===== src/pkg/nfs_pkg.sv =====
package nfs_pkg;
    localparam int ACC_W = 20;
    localparam int REG_W = 8;
    localparam int UPPER_W = 4;

    // Byte addresses of the word-aligned registers
    localparam logic [7:0] ADDR_CONTROL = 8'h00;
    localparam logic [7:0] ADDR_CLOCK = 8'h04;
    localparam logic [7:0] ADDR_ACC_LOW = 8'h08;
    localparam logic [7:0] ADDR_ACC_HIGH = 8'h0C;
    localparam logic [7:0] ADDR_ACC_UPPER = 8'h10;
    localparam logic [7:0] ADDR_INC_LOW = 8'h14;
    localparam logic [7:0] ADDR_INC_HIGH = 8'h18;
    localparam logic [7:0] ADDR_INC_UPPER = 8'h1C;
    localparam logic [7:0] ADDR_STATUS = 8'h20;

    localparam int BIT_ENABLE = 7;
    localparam int BIT_OUT_STATUS = 5;
    localparam int BIT_INVERT = 4;
    localparam int BIT_PULSE_MODE = 0;
    localparam int PWS_LSB = 5;
    localparam int CKS_LSB = 0;
    localparam int BIT_OVF_FLAG = 0;

    localparam logic [1:0] CKS_FAST_OSC = 2'h0;
    localparam logic [1:0] CKS_SYSTEM = 2'h1;
    localparam logic [1:0] CKS_LOGIC_CELL = 2'h2;

    localparam logic [7:0] RESET_BYTE = 8'h00;
    localparam logic [7:0] INC_LOW_RESET = 8'h01;

    typedef struct packed {
        logic enable;
        logic invert;
        logic pulse_mode;
        logic [2:0] pulse_width;
        logic [1:0] clock_source;
    } nfs_cfg_type;
endpackage


===== src/verilog/nfs_clock_select.sv =====
`timescale 1ns/100ps
// Samples the chosen source and reports its rising and falling edges
module nfs_clock_select (
    input wire logic clk,
    input wire logic rst,
    input wire logic [1:0] clock_source_select,
    input wire logic internal_fast_oscillator,
    input wire logic logic_cell_one_output,
    output logic rise,
    output logic fall
);
    logic src;
    logic prev_q;
    logic sys_q;

    always_comb begin
        if (clock_source_select == nfs_pkg::CKS_FAST_OSC) begin
            src = internal_fast_oscillator;
        end else if (clock_source_select == nfs_pkg::CKS_LOGIC_CELL) begin
            src = logic_cell_one_output;
        end else begin
            src = 1'b0;
        end
    end

    always_ff @(posedge clk or posedge rst) begin
        if (rst) begin
            prev_q <= 1'b0;
        end else begin
            prev_q <= src;
        end
    end

    // System clock source: one rise and one fall every two cycles
    always_ff @(posedge clk or posedge rst) begin
        if (rst) begin
            sys_q <= 1'b0;
        end else begin
            sys_q <= ~sys_q;
        end
    end

    always_comb begin
        if (clock_source_select == nfs_pkg::CKS_SYSTEM) begin
            rise = ~sys_q;
            fall = sys_q;
        end else begin
            rise = src & ~prev_q;
            fall = ~src & prev_q;
        end
    end
endmodule


===== src/verilog/nfs_pulse_stretch.sv =====
`timescale 1ns/100ps
// Holds the pulse active for 2**width input clock periods
module nfs_pulse_stretch #(
    parameter int CNT_W = 8
) (
    input wire logic clk,
    input wire logic rst,
    input wire logic tick,
    input wire logic start,
    input wire logic clear,
    input wire logic [2:0] width_sel,
    output logic active
);
    logic [CNT_W-1:0] left_q;

    always_ff @(posedge clk or posedge rst) begin
        if (rst) begin
            left_q <= '0;
        end else if (clear) begin
            left_q <= '0;
        end else if (tick && start) begin
            left_q <= CNT_W'(1) << width_sel;
        end else if (tick && left_q != '0) begin
            left_q <= left_q - CNT_W'(1);
        end
    end

    assign active = (left_q != '0);
endmodule


===== src/verilog/nfs_top.sv =====
// Implementation choices: the register offsets and the APB slave port.
`timescale 1ns/100ps
// Behaviour
// - Oscillator runs only while the enable bit is set.
// - Read-only status bit shows present output level.
// - Polarity bit inverts the output signal.
// - Mode bit selects pulse mode when set, divide-by-two toggle when clear.
// - Pulse width field gives two to the field value input periods.
// - Pulse width applies only in pulse mode.
// - Clock source: 00 fast oscillator, 01 system clock, 10 logic cell.
// - Accumulator readable as three bytes, upper nibble reads zero.
// - Accumulator runs freely; no atomic multi-byte access.
// - Increment formed from low, high and upper byte registers.
// - Accumulator adds a hidden buffered copy of the increment.
// - Low increment write loads the buffer on next input clock fall, or at once while disabled.
// - Each input rising edge adds buffered increment; bit 19 carry is overflow.
// - Fixed duty mode toggles the output on every overflow.
// - Pulse mode goes active on the rising edge after overflow.
// - Overflow sets a sticky flag until software clears it.
module nfs_top #(
    parameter int ACC_W = nfs_pkg::ACC_W
) (
    input wire logic clk,
    input wire logic rst,
    input wire logic psel,
    input wire logic penable,
    input wire logic pwrite,
    input wire logic [7:0] paddr,
    input wire logic [31:0] pwdata,
    output logic [31:0] prdata,
    output logic pready,
    output logic pslverr,
    input wire logic internal_fast_oscillator,
    input wire logic logic_cell_one_output,
    output logic nco_out,
    output logic overflow_interrupt_flag
);
    nfs_pkg::nfs_cfg_type cfg_q;
    logic [ACC_W-1:0] phase_accumulator_q;
    logic [ACC_W-1:0] increment_value_q;
    logic [ACC_W-1:0] increment_buffer_q;
    logic load_pending_q;
    logic toggle_q;
    logic pending_pulse_q;
    logic rise;
    logic fall;
    logic pulse_active;
    logic [ACC_W:0] sum;
    logic overflow;
    logic core_level;
    logic out_level;
    logic wr;
    logic rd;
    logic [7:0] wbyte;
    logic [7:0] rbyte;
    logic addr_ok;

    localparam int UPPER_W_F = nfs_pkg::UPPER_W;

    function automatic logic [7:0] nibble_byte(input logic [UPPER_W_F-1:0] v);
        nibble_byte = {4'h0, v};
    endfunction

    assign wr = psel && penable && pwrite;
    assign rd = psel && penable && !pwrite;
    assign wbyte = pwdata[7:0];

    nfs_clock_select u_clock_select (
        .clk(clk),
        .rst(rst),
        .clock_source_select(cfg_q.clock_source),
        .internal_fast_oscillator(internal_fast_oscillator),
        .logic_cell_one_output(logic_cell_one_output),
        .rise(rise),
        .fall(fall)
    );

    // Control and clock registers
    always_ff @(posedge clk or posedge rst) begin
        if (rst) begin
            cfg_q <= '0;
        end else if (wr && paddr == nfs_pkg::ADDR_CONTROL) begin
            cfg_q.enable <= wbyte[nfs_pkg::BIT_ENABLE];
            cfg_q.invert <= wbyte[nfs_pkg::BIT_INVERT];
            cfg_q.pulse_mode <= wbyte[nfs_pkg::BIT_PULSE_MODE];
        end else if (wr && paddr == nfs_pkg::ADDR_CLOCK) begin
            cfg_q.pulse_width <= wbyte[nfs_pkg::PWS_LSB +: 3];
            cfg_q.clock_source <= wbyte[nfs_pkg::CKS_LSB +: 2];
        end
    end

    // Increment registers
    always_ff @(posedge clk or posedge rst) begin
        if (rst) begin
            increment_value_q <= {12'h000, nfs_pkg::INC_LOW_RESET};
        end else if (wr && paddr == nfs_pkg::ADDR_INC_LOW) begin
            increment_value_q[7:0] <= wbyte;
        end else if (wr && paddr == nfs_pkg::ADDR_INC_HIGH) begin
            increment_value_q[15:8] <= wbyte;
        end else if (wr && paddr == nfs_pkg::ADDR_INC_UPPER) begin
            increment_value_q[19:16] <= wbyte[3:0];
        end
    end

    // Buffer loads on next falling input edge, or at once when disabled
    always_ff @(posedge clk or posedge rst) begin
        if (rst) begin
            load_pending_q <= 1'b0;
        end else if (wr && paddr == nfs_pkg::ADDR_INC_LOW) begin
            load_pending_q <= 1'b1;
        end else if (!cfg_q.enable || fall) begin
            load_pending_q <= 1'b0;
        end
    end

    always_ff @(posedge clk or posedge rst) begin
        if (rst) begin
            increment_buffer_q <= {12'h000, nfs_pkg::INC_LOW_RESET};
        end else if (load_pending_q && (fall || !cfg_q.enable)) begin
            increment_buffer_q <= increment_value_q;
        end
    end

    assign sum = {1'b0, phase_accumulator_q} + {1'b0, increment_buffer_q};
    assign overflow = cfg_q.enable && rise && sum[ACC_W];

    // Accumulator: free-running, also byte-writable
    always_ff @(posedge clk or posedge rst) begin
        if (rst) begin
            phase_accumulator_q <= '0;
        end else if (wr && paddr == nfs_pkg::ADDR_ACC_LOW) begin
            phase_accumulator_q[7:0] <= wbyte;
        end else if (wr && paddr == nfs_pkg::ADDR_ACC_HIGH) begin
            phase_accumulator_q[15:8] <= wbyte;
        end else if (wr && paddr == nfs_pkg::ADDR_ACC_UPPER) begin
            phase_accumulator_q[19:16] <= wbyte[3:0];
        end else if (cfg_q.enable && rise) begin
            phase_accumulator_q <= sum[ACC_W-1:0];
        end
    end

    // Fixed duty toggle
    always_ff @(posedge clk or posedge rst) begin
        if (rst) begin
            toggle_q <= 1'b0;
        end else if (!cfg_q.enable) begin
            toggle_q <= 1'b0;
        end else if (overflow) begin
            toggle_q <= ~toggle_q;
        end
    end

    // Pulse starts on the rising edge after overflow
    always_ff @(posedge clk or posedge rst) begin
        if (rst) begin
            pending_pulse_q <= 1'b0;
        end else if (!cfg_q.enable) begin
            pending_pulse_q <= 1'b0;
        end else if (overflow) begin
            pending_pulse_q <= 1'b1;
        end else if (rise) begin
            pending_pulse_q <= 1'b0;
        end
    end

    nfs_pulse_stretch u_pulse_stretch (
        .clk(clk),
        .rst(rst),
        .tick(rise),
        .start(pending_pulse_q),
        .clear(!cfg_q.enable),
        .width_sel(cfg_q.pulse_width),
        .active(pulse_active)
    );

    // Mode select, then polarity as the last stage
    assign core_level = cfg_q.pulse_mode ? pulse_active : toggle_q;
    assign out_level = core_level ^ cfg_q.invert;

    always_ff @(posedge clk or posedge rst) begin
        if (rst) begin
            nco_out <= 1'b0;
        end else begin
            nco_out <= out_level;
        end
    end

    // Sticky overflow flag: set wins over software clear
    always_ff @(posedge clk or posedge rst) begin
        if (rst) begin
            overflow_interrupt_flag <= 1'b0;
        end else if (overflow) begin
            overflow_interrupt_flag <= 1'b1;
        end else if (wr && paddr == nfs_pkg::ADDR_STATUS && wbyte[nfs_pkg::BIT_OVF_FLAG]) begin
            overflow_interrupt_flag <= 1'b0;
        end
    end

    // Read mux
    always_comb begin
        rbyte = nfs_pkg::RESET_BYTE;
        addr_ok = 1'b1;
        if (paddr == nfs_pkg::ADDR_CONTROL) begin
            rbyte[nfs_pkg::BIT_ENABLE] = cfg_q.enable;
            rbyte[nfs_pkg::BIT_OUT_STATUS] = nco_out;
            rbyte[nfs_pkg::BIT_INVERT] = cfg_q.invert;
            rbyte[nfs_pkg::BIT_PULSE_MODE] = cfg_q.pulse_mode;
        end else if (paddr == nfs_pkg::ADDR_CLOCK) begin
            rbyte[nfs_pkg::PWS_LSB +: 3] = cfg_q.pulse_width;
            rbyte[nfs_pkg::CKS_LSB +: 2] = cfg_q.clock_source;
        end else if (paddr == nfs_pkg::ADDR_ACC_LOW) begin
            rbyte = phase_accumulator_q[7:0];
        end else if (paddr == nfs_pkg::ADDR_ACC_HIGH) begin
            rbyte = phase_accumulator_q[15:8];
        end else if (paddr == nfs_pkg::ADDR_ACC_UPPER) begin
            rbyte = nibble_byte(phase_accumulator_q[19:16]);
        end else if (paddr == nfs_pkg::ADDR_INC_LOW) begin
            rbyte = increment_value_q[7:0];
        end else if (paddr == nfs_pkg::ADDR_INC_HIGH) begin
            rbyte = increment_value_q[15:8];
        end else if (paddr == nfs_pkg::ADDR_INC_UPPER) begin
            rbyte = nibble_byte(increment_value_q[19:16]);
        end else if (paddr == nfs_pkg::ADDR_STATUS) begin
            rbyte[nfs_pkg::BIT_OVF_FLAG] = overflow_interrupt_flag;
        end else begin
            addr_ok = 1'b0;
        end
    end

    // APB answer: one wait state, ready in the access cycle's second edge
    always_ff @(posedge clk or posedge rst) begin
        if (rst) begin
            pready <= 1'b0;
            pslverr <= 1'b0;
            prdata <= '0;
        end else if (psel && penable && !pready) begin
            pready <= 1'b1;
            pslverr <= !addr_ok;
            prdata <= rd ? {24'h000000, rbyte} : 32'h00000000;
        end else begin
            pready <= 1'b0;
            pslverr <= 1'b0;
            prdata <= '0;
        end
    end
endmodule

===== config.mk =====
export PLATFORM = sky130hd
export DESIGN_NAME = nfs_top
export DESIGN_NICKNAME = d
export VERILOG_FILES = /design/src/pkg/nfs_pkg.sv /design/src/verilog/nfs_clock_select.sv /design/src/verilog/nfs_pulse_stretch.sv /design/src/verilog/nfs_top.sv
export SDC_FILE = /design/constraint.sdc
export NUM_CORES = 1
export LEC_CHECK = 0
export ABC_AREA = 1
export ABC_CLOCK_PERIOD_IN_PS = 4200
export BUFFER_PORTS_ARGS = -buffer_cell sky130_fd_sc_hd__buf_4
export CAP_MARGIN = 0
export CORE_MARGIN = 8
export CORE_UTILIZATION = 38
export CTS_BUF_LIST = sky130_fd_sc_hd__clkbuf_8
export CTS_CLUSTER_SIZE = 24
export DETAILED_ROUTE_END_ITERATION = 6
export PLACE_DENSITY = 0.63
export SETUP_SLACK_MARGIN = 0.2
export SLEW_MARGIN = 20
export SYNTH_ARGS = -nofsm -noshare
export SYNTH_HDL_FRONTEND = slang
export SYNTH_SLANG_ARGS = --single-unit

===== constraint.sdc =====
create_clock -name clk -period 4.2 [get_ports clk]
set_input_delay 0.84 -clock clk [delete_from_list [all_inputs] [get_ports clk]]
set_output_delay 0.84 -clock clk [all_outputs]
set_load 0.02 [all_outputs]

==> impl_metrics.json, run 1 <==
{
  "wl_per_cell_um": 14.83,
  "start_util_pct": 38.74,
  "path_max_fanout": 29,
  "rr_worst_depth": 12,
  "portBuffers": 34,
  "dieArea_sq_mm": 0.02052,
  "grt_pass1_vias": 5196,
  "grt_setup_unrepaired": "false",
  "yosysTopAreaCellShare_pct": 37.01,
  "grt_pass1_wl_mm": 27.28,
  "cp.required_ps": 4470,
  "hp-start": "u_clock_select.sys_q$_DFF_PP0_",
  "cts_resized": 0,
  "hold_path.class": "flop to flop",
  "r2r_end": "phase_accumulator_q[16]$_DFFE_PP0P_",
  "wl_mm": 16.72,
  "max_freq_ghz": 0.4454,
  "pwr_density_cell_mw_per_mm2": 232.4,
  "yosysSeqAreaShare_pct": 37.86,
  "fin_crit_sh_pct": 53.45,
  "num_rows": 46,
  "hold_buffers": 0,
  "diodes": 0,
  "synth_seq_cells": 93,
  "seq_area_sq_mm": 0.002330,
  "start_kind": "input port",
  "skew_ps": 15.12,
  "synth_ff_type": "dfrtp_1",
  "yosys.cell_types.count": 41,
  "hold-path-endpoint": "u_clock_select.sys_q$_DFF_PP0_",
  "gr-total-overflow": 0,
  "clock_latency_ps": 380,
  "worst_setup_path_end_kind": "flop",
  "yosys.area.top_type": "dfrtp_1",
  "fin_total_pwr_uw": 1555,
  "drc": 0,
  "critical_path.slowest_cell": "nand2_1",
  "critPathMaxStageDelay_ps": 570,
  "cts_tree": "done",
  "path_clk_slew_ps": 90,
  "worstSetupPathType": "input port to flop",
  "grt_max_degree": 38,
  "final_util_pct": 42.12,
  "slew_viol_final": 0,
  "whs_ps": 413.5,
  "cts_root_buf": "clkbuf_8",
  "first_iter_violations": 399,
  "setup_viol": 0,
  "yosys_warnings": 0,
  "netlist_instances": 873,
  "arrival_ps": 2520,
  "reg2reg_slack_ps": 2000,
  "grtUsageTotal_pct": 17.07,
  "cts_inserted_buffers": 9,
  "layout-drive-gt1-share_pct": 11.31,
  "final_common_cell": "nand2_1",
  "min_period_ps": 2245,
  "h-tree-depth": 3,
  "maxSlewHeadroom_pct": 37.86,
  "clock-sinks": 93,
  "syn2layout_area_growth_pct": 8.743,
  "syn_avg_cell_area_sq_um": 7.049,
  "synth-edff-count": 0,
  "setup_tns_ps": 0,
  "post_cts_buffers": 0,
  "ir_drop_v": 0.0001856,
  "cts_buffer_depth": 2,
  "detail-route-antenna-nets": 0,
  "p_leak_uw": 0.003629,
  "timing.rr.start": "phase_accumulator_q[0]$_DFFE_PP0P_",
  "pin_count": 83,
  "most-common-layout-cells": "285 x nand2_1, 106 x inv_1, 91 x dfrtp_1",
  "synthArstFlopShare_pct": 100.0,
  "vias_per_cell": 4.827,
  "tightest_slew_ps": 929.9,
  "fp.dieH_um": 143.3,
  "gp_congestion": 0.9052,
  "ys_top_cells_by_area": "dfrtp_1 37%, nand2_1 17%, inv_1 6.5%",
  "first_pass_iters": 4,
  "fillers": 1706,
  "whs_path_depth": 1,
  "fin_nets": 977,
  "design.core.area_sq_mm": 0.01589,
  "routed-via-count": 5440,
  "worstPathCellList": "buf_4, inv_1, nand2_1, nand3_1, inv_1, o211ai_2, buf_4, nand2_1, o21ai_0",
  "hpwl_mm": 13.31,
  "hold_violations": 0,
  "synth_area_sq_mm": 0.006153,
  "antenna_found_initial": 0,
  "outcome": "finished clean",
  "die_x_um": 143.3,
  "maxCapViolations": 0,
  "multiInputGateArea_sq_mm": 0.003197
}
-- area by class of cell --
class                   count  area share (%)
repair buffers             37           4.151
multi-input cells         647           47.77
clock buffers              10           2.057
flip-flops and latches     93           34.82
inverters                 119           6.731
well taps                 216           4.039
clock inverters             5          0.4301
-- through the flow --
step	std cells	setup WS, ps	cell area [sq um]
final	1127	1955	6691
after global routing	1127	1706	6691
after CTS	1127	1968	6691
after detailed placement	1112	1566	6525
after global placement	1112	1635	6525
after floorplan	896	943.0	6240
-- worst max-delay path, delay by kind of cell --
| kind | cells | cell delay (ps) |
|---|---|---|
| simple gates | 3 | 710 |
| buf+inv | 4 | 430 |
| compound gates | 2 | 540 |
-- synth_stat cells, types with 5 or more instances --
master and instances:
nand2_4 5, nand3_1 68, o211ai_1 5, buf_2 5, nor2_1 64, o21ai_0 63
o21ai_1 5, nand4_1 9, ha_1 22, dfrtp_1 91, nor2_2 5, a21oi_1 34
nand2_1 285, inv_1 106, buf_4 24, o22ai_1 6, nand2_2 11, xor2_1 9
inv_2 12
-- sequential cells by signal, indices dropped and copies added, names as in the netlist, 8 cells and up --
signal	flops
increment_buffer_q	20
cfg_q	8
prdata	8
increment_value_q	20
u_pulse_stretch.left_q	8
phase_accumulator_q	20
-- power by group --
group	total, uW	switching, uW	internal, uW
combinational	108	80.4	27.7
clock	541	317	224
sequential	906	4.89	901
total	1560	403	1150
-- worst max path at each step --
stage,start,end,slack [ps],cells after the start
2_1_floorplan,rst,cfg_q[0]$_DFFE_PP0P_,940,1
3_5_place_dp,logic_cell_one_output,increment_buffer_q[7]$_DFFE_PP0P_,1570,9
3_3_place_gp,logic_cell_one_output,increment_buffer_q[13]$_DFFE_PP0P_,1640,9
5_1_grt,logic_cell_one_output,increment_buffer_q[7]$_DFFE_PP0P_,1710,9
6_report,logic_cell_one_output,increment_buffer_q[7]$_DFFE_PP0P_,1950,9
4_1_cts,logic_cell_one_output,increment_buffer_q[7]$_DFFE_PP0P_,1970,9
-- cell families after synthesis --
group	count (synthesis)	share of synthesized area, %
xor+xnor	10	1.423
simple gates	465	32.98
fa+ha+maj	23	4.799
buf+inv	156	11.59
other cells	1	0.06094
flops	93	37.86
compound gates	125	11.28
-- metal layers --
layer	GRT usage, %	up-vias	part of all wire, %
met2	26.66	130	45
met4	5.866	0	2.1
li1	-	2799	-
met1	23.05	2494	48
met5	0	-	0
met3	3.372	17	5.3
(Power assumes the default switching activity.)
==> run 2, diff against run 1 <==
--- a/config.mk
+++ b/config.mk
@@ -5,8 +5,8 @@
 export SDC_FILE = /design/constraint.sdc
 export NUM_CORES = 1
 export LEC_CHECK = 0
-export ABC_AREA = 1
-export ABC_CLOCK_PERIOD_IN_PS = 4200
+export ABC_AREA = 0
+export ABC_CLOCK_PERIOD_IN_PS = 2300
 export BUFFER_PORTS_ARGS = -buffer_cell sky130_fd_sc_hd__buf_4
 export CAP_MARGIN = 0
 export CORE_MARGIN = 8
==> constraint.sdc (replaced) <==
create_clock -name clk -period 2.3 [get_ports clk]
set_input_delay 0.46 -clock clk [delete_from_list [all_inputs] [get_ports clk]]
set_output_delay 0.46 -clock clk [all_outputs]
set_load 0.02 [all_outputs]
==> impl_metrics.json, run 2 <==
{
  "outcome": "complete, but fails checks",
  "violations": "setup timing",
  "pwr-share-clk_pct": 35.4,
  "skew_ps": 13.14,
  "yosysTopAreaCellShare_pct": 40.11,
  "most-common-layout-cells": "117 x buf_4, 90 x dfrtp_1, 49 x mux2_2",
  "cp.required_ps": 2610,
  "slew_viol_final": 0,
  "setup_tns_ps": -161.8,
  "netlist_instances": 574,
  "clock_latency_ps": 380,
  "critPathMaxStageDelay_ps": 420,
  "crit_buf_inv": 1,
  "num_rows": 44,
  "clock-sinks": 93,
  "maxCapViolations": 0,
  "start_util_pct": 38.91,
  "largest_registers": "increment_buffer_q: 20 flops, increment_value_q: 20 flops, phase_accumulator_q: 20 flops",
  "syn2layout_area_growth_pct": 26.87,
  "fp.dieH_um": 138.2,
  "yosys.area.top_type": "dfrtp_1",
  "diodes": 0,
  "tightest_slew_ps": 584.4,
  "place_area_sq_mm": 0.006735,
  "dpl_worst_slack_ps": -170.3,
  "p_leak_uw": 0.003390,
  "first_iter_violations": 370,
  "switching_share_pct": 27.16,
  "arrival_ps": 2680,
  "p_sw_uw": 944.8,
  "drc": 0,
  "yosysSeqAreaShare_pct": 41.04,
  "seq_power_share_pct": 49.6,
  "path_delay_family": "simple AND/OR/NAND/NOR gates",
  "max_freq_ghz": 0.4235,
  "critical_path.slowest_cell": "dfrtp_1",
  "pwr_density_cell_mw_per_mm2": 483.1,
  "p_int_uw": 2534,
  "setup_viol": 3,
  "dieArea_sq_mm": 0.01911,
  "synth_common_cells": "91 x dfrtp_1, 55 x a21oi_1, 49 x mux2_2, 46 x nand2_1, 46 x nor2_1",
  "final_util_pct": 49.37,
  "synth_most_common_cell": "dfrtp_1",
  "cts_inserted_buffers": 9,
  "gp_congestion": 0.8518,
  "worst_setup_path_end_kind": "flop",
  "die_x_um": 138.2,
  "cts_buffer_depth": 2,
  "grt_pass1_wl_mm": 26.68,
  "synthArstFlopShare_pct": 100.0,
  "synth_seq_cells": 93,
  "cts_root_buf": "clkbuf_8",
  "p_comb_share_pct": 15.0,
  "portBuffers": 34,
  "gr-total-overflow": 0,
  "grt_setup_unrepaired": "true",
  "synth_area_sq_mm": 0.005677,
  "final_common_cell": "buf_4",
  "min_period_ps": 2362,
  "worstSetupPathType": "flop to flop",
  "routed-via-count": 4888,
  "wl_per_cell_um": 18.88,
  "fin_nets": 760,
  "path_clk_slew_ps": 100,
  "cts_tree": "done",
  "design_area_sq_mm": 0.007202,
  "synth-edff-count": 0,
  "layout-drive-gt1-share_pct": 35.54,
  "first_pass_iters": 6,
  "h-tree-depth": 3,
  "fin_crit_sh_pct": 102.7,
  "syn_avg_cell_area_sq_um": 9.890,
  "worstPathCellList": "ha_4, fa_2, a21oi_2, o221ai_2, and3b_2, nor4b_4, o31ai_2, buf_4, nand2_4, mux2i_1",
  "ir_drop_v": 0.0003084,
  "fin_total_pwr_uw": 3479,
  "grtUsageTotal_pct": 17.17,
  "yosys_warnings": 0,
  "grt_pass1_vias": 4926,
  "hpwl_mm": 12.74,
  "pin_count": 83,
  "path_max_fanout": 2,
  "synth_ff_type": "dfrtp_1",
  "wl_mm": 16.60,
  "detail-route-antenna-nets": 0,
  "maxSlewHeadroom_pct": 60.74,
  "antenna_found_initial": 0,
  "yosys.cell_types.count": 70,
  "grt_max_degree": 94,
  "hold_path.class": "input port to asynchronous set/reset pin",
  "fin_ws_ps": -61.55,
  "start_kind": "flop",
  "design.core.area_sq_mm": 0.01459,
  "vias_per_cell": 5.561,
  "hold_violations": 0,
  "ys_top_cells_by_area": "dfrtp_1 40%, mux2_2 9.7%, a21oi_1 4.8%"
}
run 2: tightest hold or removal path: cells and delay by family:
kind / cells / cell delay, ps
buffers and inverters: 3 / 530
run 2: repair_timing:
item,CTS,global route
gates cloned,0,0
gates resized for setup,23,21
hold buffers,0,0
pin swaps,14,12
buffers inserted,2,3
endpoints found under the setup margin,17,28
endpoints found under the hold margin,0,0
run 2: per-stage QoR:
stage               instances  hold slack, ps
floorplan                 597           423.5
detailed placement        858           454.2
global placement          858           447.0
finish                    879           159.5
global route              879           233.8
CTS                       876           212.5
run 2: area by class of cell:
cell class                      instances  area (sq um)
Fill cell                            1319          7387
Multi-Input combinational cell        447          3354
Sequential cell                        93          2331
Timing Repair Buffer                  125          1012
Tap cell                              184         230.2
Clock buffer                           10         137.6
Clock inverter                          6         80.08
Inverter                               14         56.30
run 2: path summary, 6_finish.rpt:
| check | startpoint | to | slack [ps] | cells past startpoint |
|---|---|---|---|---|
| max | phase_accumulator_q[0]$_DFFE_PP0P_ | toggle_q$_DFFE_PP0P_ | -60 | 10 |
| min | rst | u_pulse_stretch.left_q[1]$_DFFE_PP0P_ | 160 | 3 |
| max reg2reg | phase_accumulator_q[0]$_DFFE_PP0P_ | toggle_q$_DFFE_PP0P_ | -60 | 10 |
| min reg2reg | u_clock_select.sys_q$_DFF_PP0_ | u_clock_select.sys_q$_DFF_PP0_ | 470 | 1 |
| max in group asynchronous | rst | phase_accumulator_q[8]$_DFFE_PP0P_ | 1670 | 3 |
| min in group clk | penable | pready$_DFF_PP0_ | 360 | 3 |
run 2: cell families (layout without fill, tap and decap cells):
group,after synthesis,in the layout,share of synthesized area [%]
AO/OA/AOI/OAI,158,158,18.21
XOR/XNOR,15,15,2.314
adder cells (fa/ha/maj),23,23,5.202
buffers and inverters,57,155,5.686
flip-flops,93,93,41.04
multiplexers,60,60,11.73
other,1,24,0.06606
AND/OR/NAND/NOR,167,167,15.76
run 2: routing by layer:
layer | share of wire [%] | global-route usage (%) | up-vias
met4 | 2.4 | 6.293 | 0
met5 | 0 | 0 | -
met1 | 44 | 21.88 | 2385
met2 | 47 | 27.91 | 191
met3 | 6.6 | 3.767 | 28
li1 | - | - | 2284
run 2: power groups by stage:
stage / Combinational [uW] / Clock (uW) / Sequential (uW)
after CTS: 512 / 1260 / 1720
after global placement: 488 / 0 / 1750
after floorplan: 317 / 0 / 1750
after detailed placement: 500 / 0 / 1750
final: 523 / 1230 / 1720
after global routing: 572 / 1310 / 1730
